### src/inc/sti_regs.svh
// Purpose: Register offsets, field positions, reset values and frame geometry
//          for the transmit overhead insertion block.
// Assumes: APB with 32-bit data, one aligned word per register.
// Notes:   Definitions only.
`ifndef STI_REGS_SVH
`define STI_REGS_SVH

// ----------------------------------------------------------------------------
// Register map
// ----------------------------------------------------------------------------
`define STI_ADDR_W        12
`define STI_CTRL_OFS      12'h000
`define STI_STAT_OFS      12'h004

// Control register fields.
`define STI_CTRL_MODE_LO  0
`define STI_CTRL_MODE_HI  1
`define STI_CTRL_FRM_EN   2
`define STI_CTRL_PAR_EN   3
`define STI_CTRL_RDI      4
`define STI_CTRL_FRM_INV  5
`define STI_CTRL_PAR_INV  6
`define STI_CTRL_BLK_LO   8
`define STI_CTRL_BLK_HI   9
`define STI_CTRL_LINK_LO  16
`define STI_CTRL_LINK_HI  23
`define STI_CTRL_RST      32'h0000_000C
`define STI_CTRL_MASK     32'h00FF_037F

// Status register fields.
`define STI_STAT_PAR_LO   0
`define STI_STAT_PAR_HI   7
`define STI_STAT_ROW_LO   8
`define STI_STAT_ROW_HI   11
`define STI_STAT_SYNC     12
`define STI_STAT_FCNT_LO  16
`define STI_STAT_FCNT_HI  31

// ----------------------------------------------------------------------------
// Inserted byte values
// ----------------------------------------------------------------------------
`define STI_FRAME1        8'hF6
`define STI_FRAME2        8'h28
`define STI_RDI_PATTERN   8'h06
`define STI_PTR1_FIRST    8'h62
`define STI_PTR1_OTHER    8'h93
`define STI_PTR2_FIRST    8'h0A
`define STI_PTR2_OTHER    8'hFF

// ----------------------------------------------------------------------------
// Frame geometry; row parts and overhead columns in word-clock cycles
// ----------------------------------------------------------------------------
`define STI_ROWS          9
`define STI_OH_WORDS      36
`define STI_PAY_WORDS     1044
`define STI_WORDS_PER_COL 12
`define STI_STS_PER_CH    48

// Overhead byte index = row * 3 + overhead column.
`define STI_POS_FRAME1    5'd0
`define STI_POS_FRAME2    5'd1
`define STI_POS_TRACE     5'd2
`define STI_POS_PARITY    5'd3
`define STI_POS_USER      5'd5
`define STI_POS_PTR1      5'd9
`define STI_POS_PTR2      5'd10
`define STI_POS_APS2      5'd14

`endif

### src/inc/sti_pkg.sv
// Purpose: Types shared by the overhead insertion block and its buffer.
// Assumes: Constants live in sti_regs.svh.
// Notes:   None.
package sti_pkg;

  // --------------------------------------------------------------------------
  // Overhead modes
  // --------------------------------------------------------------------------
  typedef enum logic [1:0] {
    STI_MODE_TRANSP  = 2'b00,
    STI_MODE_SECTION = 2'b01,
    STI_MODE_FULL    = 2'b10,
    STI_MODE_RSVD    = 2'b11
  } sti_mode_e;

  // --------------------------------------------------------------------------
  // Stream word with its frame marker
  // --------------------------------------------------------------------------
  typedef struct packed {
    logic        tx_frame_start_pulse;
    logic [31:0] data;
  } sti_word_s;

endpackage

### src/hdl/sti_buf2.sv
// Purpose: Small valid/ready buffer in the word path.
// Assumes: Single clock, asynchronous active-high reset.
// Notes:   Entries are flip-flops; read data come from the entry registers.
`timescale 1ns/100ps
module sti_buf2
  import sti_pkg::*;
#(
  parameter int WIDTH = 33,
  parameter int DEPTH = 2
)(
  input  wire logic             i_ref_clk,
  input  wire logic             i_sys_rst,
  input  wire logic             i_in_valid,
  input  wire logic [WIDTH-1:0] i_in_data,
  output logic                  o_in_ready,
  output logic                  o_out_valid,
  output logic [WIDTH-1:0]      o_out_data,
  input  wire logic             i_out_ready
);

  localparam int PW = (DEPTH > 1) ? $clog2(DEPTH) : 1;

  generate
    if (DEPTH < 2 || (DEPTH & (DEPTH - 1)) != 0) begin : g_bad_depth
      $error("sti_buf2 needs a power-of-two depth of at least two.");
    end
  endgenerate

  logic [WIDTH-1:0] mem_q [DEPTH];
  logic [PW-1:0]    wr_q;
  logic [PW-1:0]    rd_q;
  logic [PW:0]      cnt_q;
  logic             push;
  logic             pop;

  assign o_in_ready  = (cnt_q < (PW+1)'(DEPTH));
  assign o_out_valid = (cnt_q != '0);
  assign o_out_data  = mem_q[rd_q];
  assign push        = i_in_valid && o_in_ready;
  assign pop         = o_out_valid && i_out_ready;

  always_ff @(posedge i_ref_clk) begin
    if (push) begin
      mem_q[wr_q] <= i_in_data;
    end
  end

  always_ff @(posedge i_ref_clk or posedge i_sys_rst) begin
    if (i_sys_rst) begin
      wr_q  <= '0;
      rd_q  <= '0;
      cnt_q <= '0;
    end else begin
      if (push) begin
        wr_q <= wr_q + 1'b1;
      end
      if (pop) begin
        rd_q <= rd_q + 1'b1;
      end
      if (push && !pop) begin
        cnt_q <= cnt_q + 1'b1;
      end else if (pop && !push) begin
        cnt_q <= cnt_q - 1'b1;
      end
    end
  end

endmodule

### src/hdl/sti_toh_insert.sv
// Purpose: Transmit transport overhead handling for one STS-48 word stream.
// Assumes: Words and frame marker come from fabric logic on i_ref_clk.
// Notes:   Registers over APB; a two-entry buffer decouples the output.
`timescale 1ns/100ps
`include "sti_regs.svh"
module sti_toh_insert
  import sti_pkg::*;
#(
  parameter int ROWS      = `STI_ROWS,
  parameter int OH_WORDS  = `STI_OH_WORDS,
  parameter int PAY_WORDS = `STI_PAY_WORDS
)(
  input  wire logic                   i_ref_clk,
  input  wire logic                   i_sys_rst,
  input  wire logic                   i_psel,
  input  wire logic                   i_penable,
  input  wire logic                   i_pwrite,
  input  wire logic [`STI_ADDR_W-1:0] i_paddr,
  input  wire logic [31:0]            i_pwdata,
  output logic [31:0]                 o_prdata,
  output logic                        o_pready,
  output logic                        o_pslverr,
  input  wire logic                   i_in_valid,
  input  wire sti_word_s              i_in_word,
  output logic                        o_in_ready,
  output logic                        o_out_valid,
  output sti_word_s                   o_out_word,
  input  wire logic                   i_out_ready
);

  // --------------------------------------------------------------------------
  // Elaboration checks
  // --------------------------------------------------------------------------
  localparam int ROW_WORDS = OH_WORDS + PAY_WORDS;

  generate
    if (OH_WORDS != 3 * `STI_WORDS_PER_COL || ROWS < 1 || ROWS > 15
        || ROW_WORDS > 2047) begin : g_bad_geometry
      $error("sti_toh_insert: unsupported frame geometry.");
    end
  endgenerate

  // --------------------------------------------------------------------------
  // Register file
  // --------------------------------------------------------------------------
  logic [31:0] ctrl_q;
  logic [31:0] rdata_q;
  logic [7:0]  par_hold_q;
  logic [7:0]  par_acc_q;
  logic [15:0] fcnt_q;
  logic [10:0] col_q;
  logic [3:0]  row_q;
  logic        sync_q;
  logic        hit_ctrl;
  logic        hit_stat;
  logic        apb_wr;
  logic [31:0] stat_word;

  assign hit_ctrl  = (i_paddr == `STI_CTRL_OFS);
  assign hit_stat  = (i_paddr == `STI_STAT_OFS);
  assign apb_wr    = i_psel && i_penable && i_pwrite && o_pready;
  assign o_pready  = 1'b1;
  assign o_pslverr = i_psel && i_penable && !hit_ctrl && !hit_stat;
  assign o_prdata  = rdata_q;

  always_comb begin
    stat_word = 32'h0000_0000;
    stat_word[`STI_STAT_PAR_HI:`STI_STAT_PAR_LO]   = par_hold_q;
    stat_word[`STI_STAT_ROW_HI:`STI_STAT_ROW_LO]   = row_q;
    stat_word[`STI_STAT_SYNC]                      = sync_q;
    stat_word[`STI_STAT_FCNT_HI:`STI_STAT_FCNT_LO] = fcnt_q;
  end

  // The mode and all enables live here, so each channel has exactly one mode.
  always_ff @(posedge i_ref_clk or posedge i_sys_rst) begin
    if (i_sys_rst) begin
      ctrl_q <= `STI_CTRL_RST;
    end else if (apb_wr && hit_ctrl) begin
      ctrl_q <= i_pwdata & `STI_CTRL_MASK;
    end
  end

  // Read data are captured in the setup cycle and stand through the access.
  always_ff @(posedge i_ref_clk or posedge i_sys_rst) begin
    if (i_sys_rst) begin
      rdata_q <= 32'h0000_0000;
    end else if (i_psel && !i_penable) begin
      if (hit_ctrl) begin
        rdata_q <= ctrl_q;
      end else if (hit_stat) begin
        rdata_q <= stat_word;
      end else begin
        rdata_q <= 32'h0000_0000;
      end
    end
  end

  sti_mode_e   mode;
  logic        frm_en;
  logic        par_en;
  logic        rdi_force;
  logic        frm_inv;
  logic        par_inv;
  logic [1:0]  blk;
  logic [7:0]  link_num;

  assign mode      = sti_mode_e'(ctrl_q[`STI_CTRL_MODE_HI:`STI_CTRL_MODE_LO]);
  assign frm_en    = ctrl_q[`STI_CTRL_FRM_EN];
  assign par_en    = ctrl_q[`STI_CTRL_PAR_EN];
  assign rdi_force = ctrl_q[`STI_CTRL_RDI];
  assign frm_inv   = ctrl_q[`STI_CTRL_FRM_INV];
  assign par_inv   = ctrl_q[`STI_CTRL_PAR_INV];
  assign blk       = ctrl_q[`STI_CTRL_BLK_HI:`STI_CTRL_BLK_LO];
  assign link_num  = ctrl_q[`STI_CTRL_LINK_HI:`STI_CTRL_LINK_LO];

  // --------------------------------------------------------------------------
  // Frame position
  // --------------------------------------------------------------------------
  logic        take;
  logic        sof;
  logic [10:0] cur_col;
  logic [3:0]  cur_row;
  logic        oh_act;
  logic [1:0]  oh_col;
  logic [3:0]  oh_word;
  logic [4:0]  pos_idx;
  logic        buf_in_ready;

  assign take    = i_in_valid && buf_in_ready;
  assign sof     = i_in_word.tx_frame_start_pulse;
  assign cur_col = sof ? 11'd0 : col_q;
  assign cur_row = sof ? 4'd0 : row_q;
  assign oh_act  = (sof || sync_q) && (cur_col < 11'(OH_WORDS));

  always_comb begin
    if (cur_col < 11'(`STI_WORDS_PER_COL)) begin
      oh_col  = 2'd0;
      oh_word = cur_col[3:0];
    end else if (cur_col < 11'(2 * `STI_WORDS_PER_COL)) begin
      oh_col  = 2'd1;
      oh_word = 4'(cur_col - 11'(`STI_WORDS_PER_COL));
    end else begin
      oh_col  = 2'd2;
      oh_word = 4'(cur_col - 11'(2 * `STI_WORDS_PER_COL));
    end
    pos_idx = {1'b0, cur_row} * 5'd3 + {3'b000, oh_col};
  end

  // Row and column advance on each accepted word; the marker restarts them.
  always_ff @(posedge i_ref_clk or posedge i_sys_rst) begin
    if (i_sys_rst) begin
      col_q <= 11'd0;
      row_q <= 4'd0;
    end else if (take) begin
      if (cur_col == 11'(ROW_WORDS - 1)) begin
        col_q <= 11'd0;
        row_q <= (cur_row == 4'(ROWS - 1)) ? 4'd0 : cur_row + 4'd1;
      end else begin
        col_q <= cur_col + 11'd1;
      end
    end
  end

  // Frames are only touched once a marker has been seen.
  always_ff @(posedge i_ref_clk or posedge i_sys_rst) begin
    if (i_sys_rst) begin
      sync_q <= 1'b0;
      fcnt_q <= 16'h0000;
    end else if (take && sof) begin
      sync_q <= 1'b1;
      fcnt_q <= fcnt_q + 16'h0001;
    end
  end

  // --------------------------------------------------------------------------
  // Lane order
  // --------------------------------------------------------------------------
  // STS-1 number carried in overhead word w, byte lane l (lane 0 = bits 31:24).
  function automatic logic [7:0] sts_id(input logic [3:0] w,
                                        input logic [1:0] lane,
                                        input logic [1:0] b);
    logic [7:0] base;
    logic [7:0] id;
    base = {6'h00, w[1:0]} * 8'h03 + {6'h00, w[3:2]};
    case (lane)
      2'd0:    id = base + 8'h01;
      2'd1:    id = 8'h18 - base;
      2'd2:    id = 8'h19 + base;
      default: id = 8'h30 - base;
    endcase
    return id + {6'h00, b} * 8'(`STI_STS_PER_CH);
  endfunction

  // --------------------------------------------------------------------------
  // Byte substitution, one lane per generate pass
  // --------------------------------------------------------------------------
  sti_word_s out_word;

  assign out_word.tx_frame_start_pulse = sof;

  for (genvar l = 0; l < 4; l++) begin : g_lane
    logic [7:0] in_b;
    logic [7:0] ob;
    logic [7:0] id;
    logic       first;

    assign in_b  = i_in_word.data[31-8*l -: 8];
    assign id    = sts_id(oh_word, 2'(l), blk);
    assign first = (oh_word == 4'd0) && (l == 0);
    assign out_word.data[31-8*l -: 8] = ob;

    always_comb begin
      ob = in_b;
      if (oh_act) begin
        case (mode)
          STI_MODE_SECTION: begin
            if (frm_en && pos_idx == `STI_POS_FRAME1) begin
              ob = `STI_FRAME1 ^ {8{frm_inv}};
            end else if (frm_en && pos_idx == `STI_POS_FRAME2) begin
              ob = `STI_FRAME2 ^ {8{frm_inv}};
            end else if (par_en && pos_idx == `STI_POS_PARITY) begin
              ob = first ? (par_hold_q ^ {8{par_inv}}) : 8'h00;
            end else if (rdi_force && first && pos_idx == `STI_POS_APS2) begin
              ob = `STI_RDI_PATTERN;
            end
          end
          STI_MODE_FULL: begin
            ob = 8'h00;
            if (pos_idx == `STI_POS_FRAME1) begin
              ob = `STI_FRAME1 ^ {8{frm_inv}};
            end else if (pos_idx == `STI_POS_FRAME2) begin
              ob = `STI_FRAME2 ^ {8{frm_inv}};
            end else if (pos_idx == `STI_POS_TRACE) begin
              ob = (id[1:0] == 2'b01) ? id : 8'h00;
            end else if (pos_idx == `STI_POS_PARITY) begin
              ob = first ? (par_hold_q ^ {8{par_inv}}) : 8'h00;
            end else if (pos_idx == `STI_POS_USER) begin
              ob = first ? link_num : 8'h00;
            end else if (pos_idx == `STI_POS_PTR1) begin
              ob = first ? `STI_PTR1_FIRST : `STI_PTR1_OTHER;
            end else if (pos_idx == `STI_POS_PTR2) begin
              ob = first ? `STI_PTR2_FIRST : `STI_PTR2_OTHER;
            end else if (pos_idx == `STI_POS_APS2 && first && rdi_force) begin
              ob = `STI_RDI_PATTERN;
            end
          end
          default: begin
            ob = in_b;
          end
        endcase
      end
    end
  end

  // --------------------------------------------------------------------------
  // Section parity
  // --------------------------------------------------------------------------
  // Even parity per bit lane over every transmitted byte of a frame. It is
  // taken on the words as sent here, since no scrambler sits in this block.
  logic [7:0] word_fold;

  assign word_fold = out_word.data[31:24] ^ out_word.data[23:16]
                   ^ out_word.data[15:8] ^ out_word.data[7:0];

  always_ff @(posedge i_ref_clk or posedge i_sys_rst) begin
    if (i_sys_rst) begin
      par_acc_q <= 8'h00;
    end else if (take) begin
      par_acc_q <= (sof ? 8'h00 : par_acc_q) ^ word_fold;
    end
  end

  // The finished result moves to the hold register at the next marker, so the
  // parity of one frame is sent in the frame after it.
  always_ff @(posedge i_ref_clk or posedge i_sys_rst) begin
    if (i_sys_rst) begin
      par_hold_q <= 8'h00;
    end else if (take && sof) begin
      par_hold_q <= sync_q ? par_acc_q : 8'h00;
    end
  end

  // --------------------------------------------------------------------------
  // Output buffer
  // --------------------------------------------------------------------------
  // A stall at the output back-pressures the fabric through o_in_ready.
  logic [32:0] buf_out;

  sti_buf2 #(
    .WIDTH (33),
    .DEPTH (2)
  ) u_buf (
    .i_ref_clk   (i_ref_clk),
    .i_sys_rst   (i_sys_rst),
    .i_in_valid  (i_in_valid),
    .i_in_data   (out_word),
    .o_in_ready  (buf_in_ready),
    .o_out_valid (o_out_valid),
    .o_out_data  (buf_out),
    .i_out_ready (i_out_ready)
  );

  assign o_in_ready = buf_in_ready;
  assign o_out_word = buf_out;

endmodule

### config.mk
export PLATFORM = sky130hd
export DESIGN_NAME = sti_toh_insert
export DESIGN_NICKNAME = d
export VERILOG_FILES = /design/src/inc/sti_pkg.sv /design/src/hdl/sti_buf2.sv /design/src/hdl/sti_toh_insert.sv
export VERILOG_INCLUDE_DIRS = /design/src /design/src/inc
export SDC_FILE = /design/constraint.sdc
export NUM_CORES = 1
export LEC_CHECK = 0
export CORE_UTILIZATION = 31
export CTS_CLUSTER_SIZE = 10
export DETAILED_ROUTE_END_ITERATION = 6
export DONT_BUFFER_PORTS = 1
export PLACE_DENSITY = 0.46
export SLEW_MARGIN = 20
export SYNTH_ARGS = -nofsm -noshare
export SYNTH_HDL_FRONTEND = slang
export SYNTH_SLANG_ARGS = --single-unit
### constraint.sdc
create_clock -name i_ref_clk -period 7.5 [get_ports i_ref_clk]
set_clock_uncertainty 0.1 [all_clocks]
set_input_delay 1.5 -clock i_ref_clk [delete_from_list [all_inputs] [get_ports i_ref_clk]]
set_output_delay 1.5 -clock i_ref_clk [all_outputs]
set_load 0.03 [all_outputs]
==> reports/results.ini <==
[synth]
synth-edff-count = 66
synth_area_um2 = 9990
ys.flop_type = dfrtp_1
yosysUniqueCellTypes = 96
synth-async-reset-ratio = 0.598
seq_area_frac_synth = 0.444
syn_inst = 952
ys_ff_latch = 164
ys_warn_count = 0
syn_area_per_cell_um2 = 10.5

[cells_and_area]
fillers = 3169
drive_gt1_frac = 0.152
final_common_cell = nand2_1
final_cell_mix = nand2_1, dfrtp_1, edfxtp_1, o21ai_0, mux2_2
diodes = 0
syn2layout_area_growth_pct = 9.31
final_nets = 1058
post-route-util = 0.345

[sta]
setup_tns_ns = 0
rsz0062_at_grt = no
hold_violations = 0
period_minus_slack_ns = 6.42
setup_violations = 0
slew_viol_final = 0
post-route-period-util = 0.856
max-slew-margin-rel = 0.327
max_slew.worst_pin.slew_ns = 1.01
max_freq_mhz = 156

[global_routing]
grt_first_pass_wirelength_um = 43700
grt_usage = 0.174
antenna_found_initial = 0
gr-total-overflow = 0
grt_pass1_vias = 7172
grt_max_degree = 62

[setup_path]
required_ns = 7.74
criticalPathCategory = input port to flop
worst-path-max-fanout = 19
cp-start-kind = input port
arrival_ns = 6.66
setup.worst_path.end_class = flop

[detailed_routing]
firstDrtPassIters = 5
first_iter_violations = 356
avgRoutedWirePerCell_um = 20.7
dr_total_vias = 7132
vias_per_cell = 5.29
routed_wl_um = 27900
ant_nets = 0
drcViolationCount = 0

[hold_path]
hold_path_class = flop to flop

[floorplanning]
fp.dieArea_um2 = 32900
die_y_um = 181
fp.dieW_um = 181
initial_core_util = 0.316
core-area_um2 = 31600
io-pin-count = 153
placementRows = 65

[placed_design]
hpwl_um = 20700
finalWeightedCongestion = 0.914
io_buffers = 0

[clock_network]
tritoncts = yes
clk_pin_slew_ns = 0.08
clkSinkCount = 164
clk_latency_ns = 0.45
cts_root_buf = clkbuf_16
cts_hold_buf = 0
cts_htree_levels = 4
numCtsBuffers = 17
cts_resized = 0
cts_buffer_depth = 2
post-cts-setup-buffer-count = 0

[status]
status = finished, final reports clean

[flow_run]
drv_cap = 0

[power]
power_density_nw_per_um2 = 292
leakage_nw = 4.46
peakVddDrop_uv = 160

-- final cells by class --
class	count	area (um2)	area share
Clock buffer	17	425	0.0390
Clock inverter	15	159	0.0146
Inverter	39	149	0.0136
Multi-Input combinational cell	697	5130	0.470
Sequential cell	164	4440	0.406
Tap cell	402	503	0.0461
Timing Repair Buffer	15	113	0.0103
-- where the power goes --
part	total [W]	internal, W	switching (W)
clock	0.000869	0.000445	0.000424
combinational	0.00113	0.000380	0.000749
sequential	0.00119	0.00109	0.0000995
-- cells in the mapped netlist (4+ instances only) --
cell type,n,area (um2)
inv_1,39,146
nor2b_1,11,68.8
nand3_1,17,85.1
a221o_1,8,80.1
fa_1,5,100
dfrtp_1,96,2400
mux2i_1,19,190
buf_6,5,56.3
buf_4,6,45.0
a211o_1,7,61.3
o31ai_1,24,180
a211oi_1,4,30.0
nand2b_1,8,50.1
xor2_1,29,254
a22o_1,18,158
clkbuf_1,34,128
nand4_1,12,75.1
or2_2,5,31.3
a31oi_1,9,56.3
nor4_1,5,31.3
o21ai_0,56,280
xnor2_1,39,342
a21o_1,5,37.5
a221oi_1,5,43.8
nor2_1,37,139
nor3_1,21,105
o21ai_1,5,25.0
a21oi_1,38,190
o21a_1,4,30.0
a22oi_1,5,37.5
mux2_2,51,574
edfxtp_1,66,1980
ha_1,35,438
o22ai_1,5,31.3
and3_1,10,62.6
nand2_1,116,435
-- worst max-delay path: stages --
cell and delay, ns:
inv_1 0.28, nand2_1 0.19, fa_1 0.55, inv_1 0.04, ha_1 0.22, fa_1 0.59
or4b_2 0.67, nor4_1 0.39, nor2_1 0.33, o221ai_1 0.37, o21ai_0 0.15, a22o_2 0.28
xor2_1 0.17, xnor2_1 0.47, o21ai_0 0.13, or3_1 0.32
-- registers in the layout, indices dropped and copies added (netlist names), 2 cells and up --
signal and cells:
fcnt_q 16, par_hold_q 8, par_acc_q 8, row_q 4
ctrl_q 17, u_buf.cnt_q 2, col_q 11, o_prdata 29
u_buf.mem_q 66
-- metal layers --
metal	vias to the layer above	share of wire	track usage
met5	-	0	0
met4	0	0.015	0.0539
met3	20	0.050	0.0385
met2	169	0.47	0.283
met1	3480	0.46	0.231
li1	3463	-	-
-- cell families (layout without fill, tap and decap cells) --
kind of cell               count (synthesis)  count (layout)  synth area share
other                                      2               4          0.000752
and+or+nand+nor                          264             264             0.127
adders and majority gates                 40              40            0.0539
AOI/OAI and AO/OA                        246             246             0.183
DFF                                      164             164             0.444
buffers and inverters                     93              86            0.0438
muxes                                     70              70            0.0765
xor gates and xnor gates                  73              73            0.0713
-- through the flow --
step | setup slack, ns | total power, W | area, um2 | instances | hold slack [ns]
floorplan | 1.10 | 0.00210 | 9990 | 954 | 0.342
global placement | 0.732 | 0.00235 | 10300 | 1317 | 0.363
detailed placement | 0.707 | 0.00234 | 10300 | 1317 | 0.365
CTS | 1.19 | 0.00324 | 10900 | 1349 | 0.381
global route | 0.830 | 0.00338 | 10900 | 1349 | 0.400
finish | 1.08 | 0.00319 | 10900 | 1349 | 0.374
-- final timing paths --
kind                                      start                       end  slack [ns]  cells after the start
hold reg to reg            col_q[1]$_DFFE_PP0P_      col_q[1]$_DFFE_PP0P_        0.37                      2
max in group asynchronous             i_sys_rst     ctrl_q[5]$_DFFE_PP0P_        5.26                      2
setup / recovery                  i_in_word[32]  par_acc_q[1]$_DFFE_PP0P_        1.08                     16
setup reg to reg           col_q[6]$_DFFE_PP0P_  par_acc_q[1]$_DFFE_PP0P_        1.15                     17
min in group asynchronous             i_sys_rst  o_prdata[11]$_DFFE_PP0P_        0.84                      1
hold / removal             col_q[1]$_DFFE_PP0P_      col_q[1]$_DFFE_PP0P_        0.37                      2
Power figures use the tool's default switching activity.
